<file path="src/hdl/flag_ctrl_map.svh">
// Register map, field positions, reset values and timing for the flag and mode block.
// Assumes a 125 MHz pclk and APB byte addresses equal to the register offsets.
`ifndef FLAG_CTRL_MAP_SVH
`define FLAG_CTRL_MAP_SVH

// ****************************************
// Register offsets
// ****************************************
`define ADDR_VIN_MON 8'h80
`define ADDR_TORCH 8'ha0
`define ADDR_FLASH 8'hb0
`define ADDR_TIMING 8'hc0
`define ADDR_FLAGS 8'hd0
`define ADDR_CFG1 8'he0
`define ADDR_CFG2 8'hf0

// ****************************************
// Reset values
// ****************************************
`define RST_VIN_MON 8'hf0
`define RST_TORCH 8'h50
`define RST_FLASH 8'h68
`define RST_TIMING 8'h4f
`define RST_FLAGS 8'h40
`define RST_CFG1 8'h42
`define RST_CFG2 8'hf0

// ****************************************
// Field positions
// ****************************************
`define FLG_TIMEOUT 0
`define FLG_OVT 1
`define FLG_LED_FAULT_FLAG 2
`define FLG_SYNC1 3
`define FLG_SYNC2 4
`define FLG_THERM 5
`define FLG_VIN 6
`define MODE_MSB 2
`define EN_FLASH 2'h3
`define FLASH_LVL_MSB 6
`define FLASH_LVL_LSB 3
`define TORCH_LVL_MSB 5
`define TORCH_LVL_LSB 3
`define FLASH_TERM_SEL 7
`define CFG1_LL_DIS 0
`define CFG1_OUT_LVL 1
`define CFG1_THERM_MODE 3
`define CFG1_SYNC2_MODE 5
`define CFG1_SYNC2_POL 6
`define CFG1_HW_TORCH 7
`define CFG2_SYNC2_OFF 0
`define CFG2_THERM_OFF 1
`define CFG2_VIN_OFF 3
`define VIN_MON_EN 0

// ****************************************
// Timing
// ****************************************
`define CLK_PERIOD_NS 8
`define LED_OPEN_DELAY_NS 2000
`define LED_SHORT_DELAY_NS 250000
`define RAMP_STEP_NS 16000
`define FLASH_TIMEOUT_NS 1000000

`endif

</file>
<file path="src/hdl/flag_ctrl_pkg.sv">
// Types shared by the flag and mode block.
// Assumes the map header for all numbers.
package flag_ctrl_pkg;

    typedef enum logic [1:0] {
        ST_IDLE = 2'b00,
        ST_RAMP = 2'b01,
        ST_HOLD = 2'b11
    } flash_state_e;

    // Analog comparator and detector indications, synchronous to pclk
    typedef struct packed {
        logic over_temp_hot;
        logic over_temp_cool;
        logic overvoltage_trip;
        logic led_short_one;
        logic led_short_two;
        logic thermistor_below_ref;
        logic vin_below_threshold;
    } analog_status_s;

    typedef struct packed {
        logic led_drive_on;
        logic [3:0] led_level;
        logic boost_enable;
        logic indicator_driver;
        logic voltage_output_select;
        logic output_level_select;
        logic light_load_enable;
    } drive_ctrl_s;

endpackage : flag_ctrl_pkg
</file>
<file path="src/hdl/fault_flag_and_mode_control.sv">
// Fault flags, sync-input events and flash/torch/voltage mode control behind an APB slave.
// Assumes all pin and comparator inputs are synchronous to pclk.
//
// Chosen here: the APB register port.
`timescale 1ns/1ns
`include "flag_ctrl_map.svh"

module fault_flag_and_mode_control #(
    parameter int SHORT_QUAL_CYCLES = (`LED_SHORT_DELAY_NS + `CLK_PERIOD_NS - 1) / `CLK_PERIOD_NS,
    parameter int FLASH_TIMEOUT_CYCLES = `FLASH_TIMEOUT_NS / `CLK_PERIOD_NS
) (
    input wire logic pclk,
    input wire logic presetn,
    input wire logic psel,
    input wire logic penable,
    input wire logic pwrite,
    input wire logic [7:0] paddr,
    input wire logic [31:0] pwdata,
    output logic [31:0] prdata,
    output logic pready,
    output logic pslverr,
    input wire logic hardware_enable_pin,
    input wire logic strobe_pin,
    input wire logic pa_sync_input_one,
    // Shared pin: sync input two in sync mode, voltage-mode request otherwise
    input wire logic voltage_mode_pin,
    input wire flag_ctrl_pkg::analog_status_s analog,
    output flag_ctrl_pkg::drive_ctrl_s drive
);

    localparam int OPEN_CYCLES = (`LED_OPEN_DELAY_NS + `CLK_PERIOD_NS - 1) / `CLK_PERIOD_NS;
    localparam int STEP_CYCLES = (`RAMP_STEP_NS + `CLK_PERIOD_NS - 1) / `CLK_PERIOD_NS;

    function automatic logic [31:0] cnt_next(input logic [31:0] c, input logic run);
        cnt_next = run ? c + 32'h1 : 32'h0;
    endfunction : cnt_next

    // ****************************************
    // APB decode
    // ****************************************
    logic [7:0] torch_reg, flash_reg, timing_reg, flags, cfg1, cfg2, vin_mon;
    logic [2:0] mode;
    logic strobe_d, sync1_d, sync2_d;
    flag_ctrl_pkg::flash_state_e state;
    logic [31:0] open_cnt, short_cnt, step_cnt, tmo_cnt;
    logic [3:0] ramp_level;
    logic ot_shutdown;

    wire setup = psel & ~penable;
    wire access = psel & penable;
    wire hit_torch = paddr == `ADDR_TORCH;
    wire hit_flash = paddr == `ADDR_FLASH;
    wire hit_flags = paddr == `ADDR_FLAGS;
    wire mapped = hit_torch | hit_flash | hit_flags | (paddr == `ADDR_TIMING)
                  | (paddr == `ADDR_CFG1) | (paddr == `ADDR_CFG2) | (paddr == `ADDR_VIN_MON);
    wire wr = access & pwrite & mapped;
    wire mode_wr = wr & (hit_torch | hit_flash);
    wire flags_rd = access & ~pwrite & hit_flags;
    wire hw_off = ~hardware_enable_pin;

    assign pready = 1'b1;
    assign pslverr = access & ~mapped;

    // ****************************************
    // Mode and event decode
    // ****************************************
    wire sync1_mode = ~cfg1[`CFG1_HW_TORCH];
    wire sync2_mode = cfg1[`CFG1_SYNC2_MODE];
    wire therm_mode = cfg1[`CFG1_THERM_MODE];
    wire sync2_rise = voltage_mode_pin & ~sync2_d;
    wire sync2_fall = ~voltage_mode_pin & sync2_d;
    wire sync2_event = cfg1[`CFG1_SYNC2_POL] ? sync2_rise : sync2_fall;
    wire sync2_active = sync2_mode & (cfg1[`CFG1_SYNC2_POL] == voltage_mode_pin);
    wire strobe_rise = strobe_pin & ~strobe_d;
    wire strobe_fall = ~strobe_pin & strobe_d;
    wire flash_active = state != flag_ctrl_pkg::ST_IDLE;
    wire torch_mode = mode[1:0] == 2'h2;
    wire lit = flash_active | torch_mode;
    wire en_written_11 = mode_wr & (pwdata[1:0] == `EN_FLASH);
    wire flash_start = en_written_11 | (strobe_rise & ~flash_active);
    wire timeout_hit = flash_active & (tmo_cnt == 32'(FLASH_TIMEOUT_CYCLES - 1));
    // Early end: level strobe falling, or an enable bit written to zero
    wire flash_stop = (strobe_fall & ~flash_reg[`FLASH_TERM_SEL])
                      | (mode_wr & (pwdata[1:0] != `EN_FLASH));
    wire [3:0] target = flash_reg[`FLASH_LVL_MSB:`FLASH_LVL_LSB];

    // Thermistor and supply holds rely on the flag staying up until a read
    wire therm_force = flags[`FLG_THERM] & therm_mode;
    wire vin_force = flags[`FLG_VIN] & vin_mon[`VIN_MON_EN];
    wire sync_force = (sync2_active | (sync1_mode & pa_sync_input_one)) & flash_active;
    wire force_off = (therm_force & cfg2[`CFG2_THERM_OFF]) | (vin_force & cfg2[`CFG2_VIN_OFF])
                     | (sync2_active & flash_active & cfg2[`CFG2_SYNC2_OFF]);
    wire force_torch = therm_force | vin_force | sync_force;

    // ****************************************
    // Flag set and clear
    // ****************************************
    logic [7:0] flag_set, flag_clr;
    always_comb begin
        flag_set = 8'h00;
        flag_set[`FLG_TIMEOUT] = timeout_hit;
        flag_set[`FLG_OVT] = analog.over_temp_hot & ~ot_shutdown;
        flag_set[`FLG_LED_FAULT_FLAG] = (open_cnt == 32'(OPEN_CYCLES - 1))
                              | (short_cnt == 32'(SHORT_QUAL_CYCLES - 1));
        flag_set[`FLG_SYNC1] = sync1_mode & pa_sync_input_one & ~sync1_d;
        flag_set[`FLG_SYNC2] = sync2_mode & sync2_event;
        flag_set[`FLG_THERM] = lit & therm_mode & analog.thermistor_below_ref;
        flag_set[`FLG_VIN] = vin_mon[`VIN_MON_EN] & analog.vin_below_threshold;
        // Clear only what was returned, so events during the read survive
        flag_clr = flags_rd ? prdata[7:0] : 8'h00;
        flag_clr[`FLG_TIMEOUT] = flag_clr[`FLG_TIMEOUT] | flash_start;
    end

    wire [7:0] next_flags = (flags & ~flag_clr) | flag_set;

    always_ff @(posedge pclk or negedge presetn) begin
        if (!presetn) begin
            flags <= `RST_FLAGS;
        end else if (hw_off) begin
            flags <= `RST_FLAGS;
        end else begin
            flags <= next_flags;
        end
    end

    // ****************************************
    // Registers
    // ****************************************
    always_ff @(posedge pclk or negedge presetn) begin
        if (!presetn) begin
            torch_reg <= `RST_TORCH;
            flash_reg <= `RST_FLASH;
            timing_reg <= `RST_TIMING;
            cfg1 <= `RST_CFG1;
            cfg2 <= `RST_CFG2;
            vin_mon <= `RST_VIN_MON;
            mode <= 3'(`RST_TORCH);
        end else if (hw_off) begin
            torch_reg <= `RST_TORCH;
            flash_reg <= `RST_FLASH;
            timing_reg <= `RST_TIMING;
            cfg1 <= `RST_CFG1;
            cfg2 <= `RST_CFG2;
            vin_mon <= `RST_VIN_MON;
            mode <= 3'(`RST_TORCH);
        end else begin
            if (wr & hit_torch) torch_reg <= pwdata[7:0];
            if (wr & hit_flash) flash_reg <= pwdata[7:0];
            if (wr & (paddr == `ADDR_TIMING)) timing_reg <= pwdata[7:0];
            if (wr & (paddr == `ADDR_CFG1)) cfg1 <= pwdata[7:0];
            if (wr & (paddr == `ADDR_CFG2)) cfg2 <= pwdata[7:0];
            if (wr & (paddr == `ADDR_VIN_MON)) vin_mon <= pwdata[7:0];
            // The two brightness registers share one copy of the mode bits
            if (mode_wr) begin
                mode <= pwdata[`MODE_MSB:0];
            end else if (timeout_hit) begin
                mode <= 3'h0;
            end
        end
    end

    // Read data is latched in the setup phase; the flags snapshot doubles as the clear mask
    always_ff @(posedge pclk or negedge presetn) begin
        if (!presetn) begin
            prdata <= 32'h0;
        end else if (setup & ~pwrite) begin
            case (paddr)
                `ADDR_TORCH: prdata <= {24'h0, torch_reg[7:3], mode};
                `ADDR_FLASH: prdata <= {24'h0, flash_reg[7:3], mode};
                `ADDR_TIMING: prdata <= {24'h0, timing_reg};
                `ADDR_FLAGS: prdata <= {24'h0, flags};
                `ADDR_CFG1: prdata <= {24'h0, cfg1};
                `ADDR_CFG2: prdata <= {24'h0, cfg2};
                `ADDR_VIN_MON: prdata <= {24'h0, vin_mon};
                default: prdata <= 32'h0;
            endcase
        end
    end

    // ****************************************
    // Edge history, thermal state, fault qualifiers
    // ****************************************
    always_ff @(posedge pclk or negedge presetn) begin
        if (!presetn) begin
            strobe_d <= 1'b0;
            sync1_d <= 1'b0;
            sync2_d <= 1'b0;
            ot_shutdown <= 1'b0;
            open_cnt <= 32'h0;
            short_cnt <= 32'h0;
        end else begin
            strobe_d <= strobe_pin;
            sync1_d <= pa_sync_input_one;
            sync2_d <= voltage_mode_pin;
            if (analog.over_temp_hot) begin
                ot_shutdown <= 1'b1;
            end else if (analog.over_temp_cool) begin
                ot_shutdown <= 1'b0;
            end
            open_cnt <= cnt_next(open_cnt, lit & analog.overvoltage_trip);
            short_cnt <= cnt_next(short_cnt,
                lit & (analog.led_short_one | analog.led_short_two));
        end
    end

    // ****************************************
    // Flash sequencer
    // ****************************************
    always_ff @(posedge pclk or negedge presetn) begin
        if (!presetn) begin
            state <= flag_ctrl_pkg::ST_IDLE;
            ramp_level <= 4'h0;
            step_cnt <= 32'h0;
            tmo_cnt <= 32'h0;
        end else if (hw_off | flash_stop | timeout_hit) begin
            state <= flag_ctrl_pkg::ST_IDLE;
            ramp_level <= 4'h0;
            step_cnt <= 32'h0;
            tmo_cnt <= 32'h0;
        end else begin
            case (state)
                flag_ctrl_pkg::ST_IDLE: begin
                    if (flash_start) begin
                        state <= (target == 4'h0) ? flag_ctrl_pkg::ST_HOLD
                                                  : flag_ctrl_pkg::ST_RAMP;
                    end
                end
                flag_ctrl_pkg::ST_RAMP: begin
                    tmo_cnt <= tmo_cnt + 32'h1;
                    if (step_cnt == 32'(STEP_CYCLES - 1)) begin
                        step_cnt <= 32'h0;
                        ramp_level <= ramp_level + 4'h1;
                        if (ramp_level + 4'h1 >= target) state <= flag_ctrl_pkg::ST_HOLD;
                    end else begin
                        step_cnt <= step_cnt + 32'h1;
                    end
                end
                flag_ctrl_pkg::ST_HOLD: begin
                    tmo_cnt <= tmo_cnt + 32'h1;
                    ramp_level <= target;
                end
                default: state <= flag_ctrl_pkg::ST_IDLE;
            endcase
        end
    end

    // ****************************************
    // Drive outputs
    // ****************************************
    wire [3:0] torch_level = {1'b0, torch_reg[`TORCH_LVL_MSB:`TORCH_LVL_LSB]};
    wire vout_mode = mode[`MODE_MSB] | (~sync2_mode & voltage_mode_pin);
    wire led_on_next = lit & ~ot_shutdown & ~force_off;
    wire [3:0] level_next = (flash_active & ~force_torch) ? ramp_level : torch_level;

    always_ff @(posedge pclk or negedge presetn) begin
        if (!presetn) begin
            drive <= '0;
        end else begin
            drive.led_drive_on <= led_on_next;
            drive.led_level <= led_on_next ? level_next : 4'h0;
            drive.boost_enable <= (lit | vout_mode) & ~ot_shutdown & ~hw_off;
            drive.indicator_driver <= (mode[1:0] == 2'h1) & ~therm_mode & ~ot_shutdown;
            drive.voltage_output_select <= vout_mode & ~hw_off;
            drive.output_level_select <= cfg1[`CFG1_OUT_LVL];
            // Light-load only helps in voltage mode; LED modes keep fixed frequency
            drive.light_load_enable <= vout_mode & ~lit & ~cfg1[`CFG1_LL_DIS];
        end
    end
endmodule : fault_flag_and_mode_control

</file>
<file path="config.mk">
export PLATFORM = sky130hd
export DESIGN_NAME = fault_flag_and_mode_control
export DESIGN_NICKNAME = d
export VERILOG_FILES = /design/src/hdl/flag_ctrl_pkg.sv /design/src/hdl/fault_flag_and_mode_control.sv
export VERILOG_INCLUDE_DIRS = /design/src /design/src/hdl
export SDC_FILE = /design/constraint.sdc
export NUM_CORES = 1
export LEC_CHECK = 0
export BUFFER_PORTS_ARGS = -buffer_cell sky130_fd_sc_hd__buf_2
export CORE_MARGIN = 3
export CORE_UTILIZATION = 60
export CTS_CLUSTER_DIAMETER = 100
export DETAILED_ROUTE_END_ITERATION = 8
export HOLD_SLACK_MARGIN = 0.05
export MAX_ROUTING_LAYER = met4
export PLACE_DENSITY = 0.91
export SYNTH_ARGS = -nofsm -noshare
export SYNTH_HDL_FRONTEND = slang
export SYNTH_SLANG_ARGS = --single-unit
</file>
<file path="constraint.sdc">
create_clock -name pclk -period 4 [get_ports pclk]
set_clock_uncertainty 0.05 [all_clocks]
set_input_delay 0.8 -clock pclk [delete_from_list [all_inputs] [get_ports pclk]]
set_output_delay 0.8 -clock pclk [all_outputs]
set_load 0.005 [all_outputs]
</file>
==> results by group, run 1 <==
Timing
  – Tightest Pin Transition: 1120 ps
  – Final setup violation count: 0
  – Minimum clock period: between 2000 and 3000 ps
  – Tcrit/Tclk final: a little under three quarters
  – Fin. Hold Viols: 0
  – Total negative slack: 0 ps
  – Worst hold margin: approximately 330 ps
  – RSZ-0062 raised after global routing: no
  – Worst slew margin relative to its limit: 24.6%
  – Achievable frequency: about 350 MHz
  – Setup ws final: about 1200 ps
  – Final max-slew violation count: 0

Global routing
  – First-pass GRT wire length: ~44 mm
  – Largest net degree at the start of global routing: between 90 and 100
  – Grt ovf: 0
  – Tot GR Track Use: 26.7%
  – Initial antenna violation count: 1
  – Vias in the first global route: 8968

Setup path
  – CP required: approximately 4300 ps
  – CP max-delay cell: or3_1
  – CP startpoint kind: register
  – Worst reg-to-reg setup slack: approximately 1200 ps
  – CP Cell Sequence: ha_1 > nand2_1 > or4_1 > or3_1 > nand2_2 > buf_4 > nor4_1
  – FF-to-FF path depth: 7
  – CP peak stage delay: around 480 ps
  – Crit Reg-Reg Startpoint: tmo_cnt[0]$_DFFE_PN0P_
  – Critical path type: reg -> reg
  – CP delay by family, top: simple AND/OR/NAND/NOR gates
  – Nature of the critical path endpoint: register
  – Crit path max fanout: 24
  – Worst Path Buf+Inv: 1
  – Crit Reg-Reg Endpoint: step_cnt[8]$_DFFE_PN0P_
  – Arrival @ worst endpoint: about 3100 ps

Synthesis
  – Mapped Area: approximately 11000 sq um
  – Synth async-reset ratio: 100%
  – Synth Register Bits: approximately 210
  – Simple-Gate Fraction of Synth Area: 25.7%
  – Largest family of logic cells by synthesized area: simple AND/OR/NAND/NOR gates
  – Mux share of post-synthesis cell area: ~6.8%
  – Synth cell types: 68
  – Post-synthesis sequential area ratio: ~47%
  – Post-synth EDFFs: 0
  – Post-Synth XOR/XNOR Area: 6.24%
  – Dominant synthesized flop cell: dfrtp_1
  – YS warnings: 0
  – Post-synthesis compound-gate area fraction: under 10%
  – Syn_area_per_cell: ~9.5 sq um
  – Synth Instances: about 1200
  – Adder-Cell Fraction of Synth Area: between 1 and 1.5%

Die
  – Initial core utilization: approximately three fifths
  – DIE WIDTH: about 140 um
  – Total core area: between 15000 and 20000 sq um
  – I/O pins: 100
  – Die height: roughly 140 um
  – Row count: 49
  – Die area: 20100 sq um

CTS
  – CTS H-tree lvls: 1
  – TritonCTS clock tree: built
  – CTS Buffer Depth: 3
  – CTS resizes: 0
  – Setup bufs post-CTS: 0
  – Hold_buf cts: 0
  – CTS root buf: clkbuf_16
  – Clk sink count: roughly 210
  – Clk Latency, worst-skew pair: between 500 and 600 ps
  – Clk slew on worst S/H paths: roughly 60 ps
  – TritonCTS buffer count: 22

Cells and area
  – Nets: approximately 1300
  – Layout area overhead: 9.73%
  – Ratio of cells with drive above 1 in the final layout: 12.5%
  – Final instance area: 12200 sq um

Route
  – Via density: around 6.4
  – DRT Wirelength: roughly 26 mm
  – First-iteration detailed-routing DRC count: 910
  – Drt pass-1 iters: 5
  – Wire length per cell: roughly 18 um
  – Final ANT Viol Nets: 0
  – Vias: between 9000 and 10000
  – DR DRC count: 0

Outcome
  – Outcome: completed

Power
  – Leakage power total: 4.96 nW
  – VDD IR max: between 0.3 and 0.4 mV
  – Pwr dens: 365 nW/um^2

Min path
  – Worst min path class: in -> async

Place
  – Placed cell areas: roughly 11000 sq um
  – PortBufs: 50
  – Final HPWL from detailed placement: between 15 and 20 mm
  – GP Congestion: between 0.8 and 0.9
  – Place WS: roughly 850 ps

Flow run
  – Max_cap viols: 0
[worst reg2reg max path: stages, from the launching register on]
cell and delay, ps:
dfrtp_1 430, ha_1 300, nand2_1 150, or4_1 420, or3_1 480, nand2_2 450
buf_4 310, nor4_1 90
[synth_stat cells, types with 15 or more instances]
cell      count  area, sq um
or3_1        29          181
nor4_1       46          288
nand4_1      44          275
clkbuf_1     40          150
and3_1       17          106
xor2_1       40          350
nor2_1      141          529
nor3_1       31          155
nand3_1      67          335
inv_1        29          109
a21oi_1      53          265
buf_2        15         75.1
o21ai_0      39          195
mux2i_1      50          500
xnor2_1      39          342
dfrtp_1     188         4700
buf_4        26          195
dfstp_2      21          552
nand2_1     109          409
[logic make-up (layout without fill, tap and decap cells)]
logic type,Yosys count,count (layout)
and+or+nand+nor,551,551
DFF,209,209
AOI/OAI and AO/OA,142,142
buffers and inverters,113,130
xor gates and xnor gates,79,79
muxes,64,64
adders and majority gates,11,11
other,2,26
[layer usage]
metal | wire (um) | track usage (%) | part of all wire, % | up-vias
li1 | - | - | - | 4187
met2 | 12900 | 42.6 | 49 | 465
met4 | 732 | 9.09 | 2.8 | 0
met1 | 10800 | 35.5 | 41 | 4495
met5 | 0 | - | 0 | -
met3 | 1940 | 4.01 | 7.4 | 68
[stage by stage]
step,instances,util (%),power [W]
floorplan,1194,-,0.00229
global placement,1401,63.1,0.00238
detailed placement,1401,63.1,0.00238
CTS,1440,67.2,0.00446
global route,1441,67.3,0.00457
finish,1441,67.3,0.00444
[final cells by class]
class,instances,area (sq um)
antenna,1,2.50
clock buffer,31,644
clock inverter,8,101
fill,1254,5920
inverter,29,109
multi-input combinational,872,5390
sequential,209,5260
tap,229,287
timing repair buffer,62,374
[worst max path at each step]
stage / cells after the start / to / startpoint / slack, ps
2_1_floorplan: 6 / flags[2]$_DFF_PN0_ / paddr[0] / 1320
3_3_place_gp: 6 / flags[2]$_DFF_PN0_ / paddr[0] / 890
3_5_place_dp: 6 / flags[2]$_DFF_PN0_ / paddr[0] / 850
4_1_cts: 7 / step_cnt[8]$_DFFE_PN0P_ / tmo_cnt[0]$_DFFE_PN0P_ / 1220
5_1_grt: 7 / step_cnt[8]$_DFFE_PN0P_ / tmo_cnt[0]$_DFFE_PN0P_ / 1080
6_report: 7 / step_cnt[8]$_DFFE_PN0P_ / tmo_cnt[0]$_DFFE_PN0P_ / 1160
[power by group]
part           total, W  switching, W  internal (W)
Combinational  0.000213      0.000157     0.0000564
Clock           0.00209      0.000839       0.00125
Sequential      0.00214     0.0000101       0.00213
Total           0.00444       0.00101       0.00343
[placed cells by master, fill, tap and decap left out, types with 5 or more instances in the layout]
cell type  Yosys  layout
a21oi_1       53      53
and2_1         8       8
nor4b_1        8       8
or4_1          8       8
clkbuf_16      0      22
inv_1         29      29
mux4_2         8       8
buf_2         15      49
clkinv_2       0       5
a211oi_1       5       5
nor2b_1        7       6
nor2_1       141     141
buf_4         26      10
o21ai_0       39      39
and3_1        17      17
and4_1        13      13
ha_1          11      11
nand3_1       67      67
nor3_1        31      31
or3_1         29      29
conb_1         2      25
nand4_1       44      44
nand2_1      109     108
dfrtp_1      188     188
nor4_1        46      45
clkbuf_8       0       7
dfstp_2       21      21
o21a_1         5       5
mux2i_1       50      50
xor2_1        40      40
mux2_2         6       6
a22oi_1        8       8
xnor2_1       39      39
Note: power is estimated with default switching activity, not from simulation.
==> inputs of run 2 (changes only) <==
- CORE_UTILIZATION: 60 -> 54
- PLACE_DENSITY: 0.91 -> 0.87
- clock period: 4 -> 2.45 ns (I/O delays scaled with it)
==> run 2 against run 1 <==
Compared with the run above:
- fmax increased by 22%
- die area increased by 11%
- setup slack got worse by 1000 ps
- sequential share of layout area decreased by 1.6 points
- critical path type unchanged
==> results by group, run 2 (same netlist as run 1, synthesis figures left out) <==
Global routing
  – Vias in the first global route: 9464 (was 8968)
  – Met2 usage: 42.0% (was 42.6%)
  – Met1 usage: 32.1% (was 35.5%)
  – First-pass GRT wire length: 46.2 mm (was 43.7 mm)
  – M3 GR Usage: 4.01% (about the same)
  – Tot GR Track Use: 25.6% (was 26.7%)
  – Grt ovf: 0 (unchanged)
  – Largest net degree at the start of global routing: 65 (was 98)
  – Grt peak-use layer: met2 (unchanged)
  – Initial antenna violation count: 0 (was 1)

Cells and area
  – Nets: 1313 (was 1263)
  – Commonest non-fill, non-tap cell in the layout: dfrtp_1 (unchanged)
  – Ratio of cells with drive above 1 in the final layout: 15.9% (was 12.5%)
  – Most frequent cells in the layout: 188 x dfrtp_1, 141 x nor2_1, 108 x nand2_1 (unchanged)
  – Post-Layout Cell Count: 1526 (was 1441)
  – Layout area overhead: 13.9% (was 9.73%)
  – Number of filler cells placed in the layout: 1482 (was 1254)
  – N_diodes: 0 (was 1)

Timing
  – Achievable frequency: 431 MHz (was 353 MHz)
  – Tightest Pin Transition: 633 ps (was 1120 ps)
  – Fin. Hold Viols: 0 (unchanged)
  – Worst slew margin relative to its limit: 57.4% (was 24.6%)
  – Tcrit/Tclk final: 94.7% (was 70.9%)
  – Final max-slew violation count: 0 (unchanged)
  – Final setup violation count: 0 (unchanged)
  – Minimum clock period: 2320 ps (was 2840 ps)

Die
  – DIE WIDTH: 149 um (was 142 um)
  – Die area: 22300 sq um (was 20100 sq um)
  – Row count: 51 (was 49)
  – I/O pins: 100 (unchanged)
  – Total core area: 19800 sq um (was 18100 sq um)
  – Initial core utilization: 56.0% (was 61.3%)
  – Die height: 149 um (was 142 um)

Power
  – Leakage power total: 5.22 nW (was 4.96 nW)
  – VDD IR max: 0.601 mV (was 0.389 mV)
  – Total chip power: 0.00723 W (was 0.00444 W)
  – Pwr dens: 573 nW/um^2 (was 365 nW/um^2)

Place
  – Final HPWL from detailed placement: 18.2 mm (was 16.9 mm)
  – GP Congestion: 0.922 (was 0.896)
  – Dpl cells: 1486 (was 1401)
  – PortBufs: 50 (unchanged)

Flow run
  – Max_cap viols: 0 (unchanged)

CTS
  – TritonCTS clock tree: built (unchanged)
  – Clk Latency, worst-skew pair: 510 ps (was 520 ps)
  – CTS root buf: clkbuf_16 (unchanged)
  – Clk sink count: 209 (unchanged)
  – Clk slew on worst S/H paths: 60 ps (about the same)
  – TritonCTS buffer count: 22 (unchanged)
  – CTS H-tree lvls: 1 (unchanged)
  – CTS Buffer Depth: 3 (unchanged)
  – Setup bufs post-CTS: 0 (unchanged)

Min path
  – WHS Path Cells: 1
  – Worst hold path endpoint: sync1_d$_DFF_PN0_
  – Worst min path class: in -> reg (was in -> async)
  – Worst hold start: pa_sync_input_one

Setup path
  – CP max-delay cell: or3_1 (unchanged)
  – Critical path type: reg -> reg (unchanged)
  – Worst reg-to-reg setup slack: 130 ps (was 1160 ps)
  – FF-to-FF path depth: 7 (unchanged)
  – Nature of the critical path endpoint: register (unchanged)
  – Crit Reg-Reg Endpoint: tmo_cnt[18]$_DFFE_PN0P_ (was step_cnt[8]$_DFFE_PN0P_)
  – Arrival @ worst endpoint: 2640 ps (was 3140 ps)
  – CP required: 2780 ps (was 4300 ps)
  – Crit path max fanout: 16 (was 24)
  – Crit Reg-Reg Startpoint: tmo_cnt[0]$_DFFE_PN0P_ (unchanged)
  – CP startpoint kind: register (unchanged)
  – CP peak stage delay: 480 ps (about the same)
  – CP Cell Sequence: ha_1 > nand2_1 > or4_1 > or3_1 > nand2_2 > buf_4 > nor2_1 (was ha_1 > nand2_1 > or4_1 > or3_1 > nand2_2 > buf_4 > nor4_1)

Route
  – Via density: 6.20 (was 6.39)
  – Wire length per cell: 17.9 um (was 18.3 um)
  – First-iteration detailed-routing DRC count: 825 (was 910)
  – Final ANT Viol Nets: 0 (unchanged)
  – DR DRC count: 0 (unchanged)
  – Vias: 9457 (was 9215)
  – DRT Wirelength: 27.3 mm (was 26.3 mm)
  – Drt pass-1 iters: 6 (was 5)

Outcome
  – Outcome: completed (unchanged)
-- run 2: changes by cell type in the layout (fill, tap and decap cells not counted), moves of 3 or more --
cell	delta
buf_4	+46
clkbuf_1	+4
buf_12	+3
clkinv_2	-4
-- run 2: what timing repair did --
item / 4_1_cts / 5_1_grt
endpoints found under the hold margin: 48 / 0
setup endpoints to repair: 0 / 7
hold buffers: 1 / 0
gates resized for setup: 0 / 5
-- run 2: layout make-up --
type	instances	area [sq um]	area share [%]
Clock buffer	37	698	5.53
Clock inverter	2	35.0	0.277
Tap cell	265	332	2.63
Timing Repair Buffer	112	790	6.25
Sequential cell	209	5260	41.6
Multi-Input combinational cell	872	5410	42.8
Inverter	29	109	0.862
-- run 2: worst max path at each step --
| stage | from | to | slack, ps | depth (start not counted) |
|---|---|---|---|---|
| global route | step_cnt[0]$_DFFE_PN0P_ | ramp_level[3]$_DFFE_PN0P_ | -30 | 7 |
| global placement | paddr[0] | flags[6]$_DFF_PN1_ | -50 | 7 |
| CTS | step_cnt[0]$_DFFE_PN0P_ | state[1]$_DFFE_PN0P_ | 60 | 6 |
| finish | tmo_cnt[0]$_DFFE_PN0P_ | tmo_cnt[18]$_DFFE_PN0P_ | 130 | 7 |
| floorplan | paddr[0] | flags[2]$_DFF_PN0_ | 80 | 6 |
| detailed placement | paddr[0] | flags[6]$_DFF_PN1_ | -100 | 7 |
-- run 2: worst max-delay path, delay by kind of cell (launching register included) --
family | cells | cell delay, ps
and+or+nand+nor | 5 | 1280
buffers and inverters | 1 | 240
adders and majority gates | 1 | 200
DFF | 1 | 420
-- run 2: through the flow --
stage | hold WS [ps] | worst slack [ps] | util (%) | area (sq um) | setup TNS (ps)
5_1_grt | 87.0 | -31.0 | 63.8 | 12600 | -31.0
2_1_floorplan | 144 | 76.2 | - | 11200 | 0
4_1_cts | 84.9 | 63.1 | 63.7 | 12600 | 0
3_3_place_gp | 352 | -54.0 | 60.0 | 11900 | -66.6
6_report | 103 | 131 | 63.8 | 12600 | 0
3_5_place_dp | 355 | -98.6 | 60.0 | 11900 | -220
-- run 2: where the power goes --
part / total [W] / internal, W / leakage, nW / switching, W
logic: 0.000383 / 0.000120 / 2.03 / 0.000263
clock network: 0.00336 / 0.00203 / 0.360 / 0.00133
registers: 0.00349 / 0.00347 / 2.83 / 0.0000189
-- run 2: routing by layer --
| metal | share of wire, % | vias to the layer above |
|---|---|---|
| li1 | - | 4272 |
| met1 | 40 | 4619 |
| met2 | 49 | 467 |
| met3 | 7.4 | 99 |
| met4 | 3.5 | 0 |
| met5 | 0 | - |
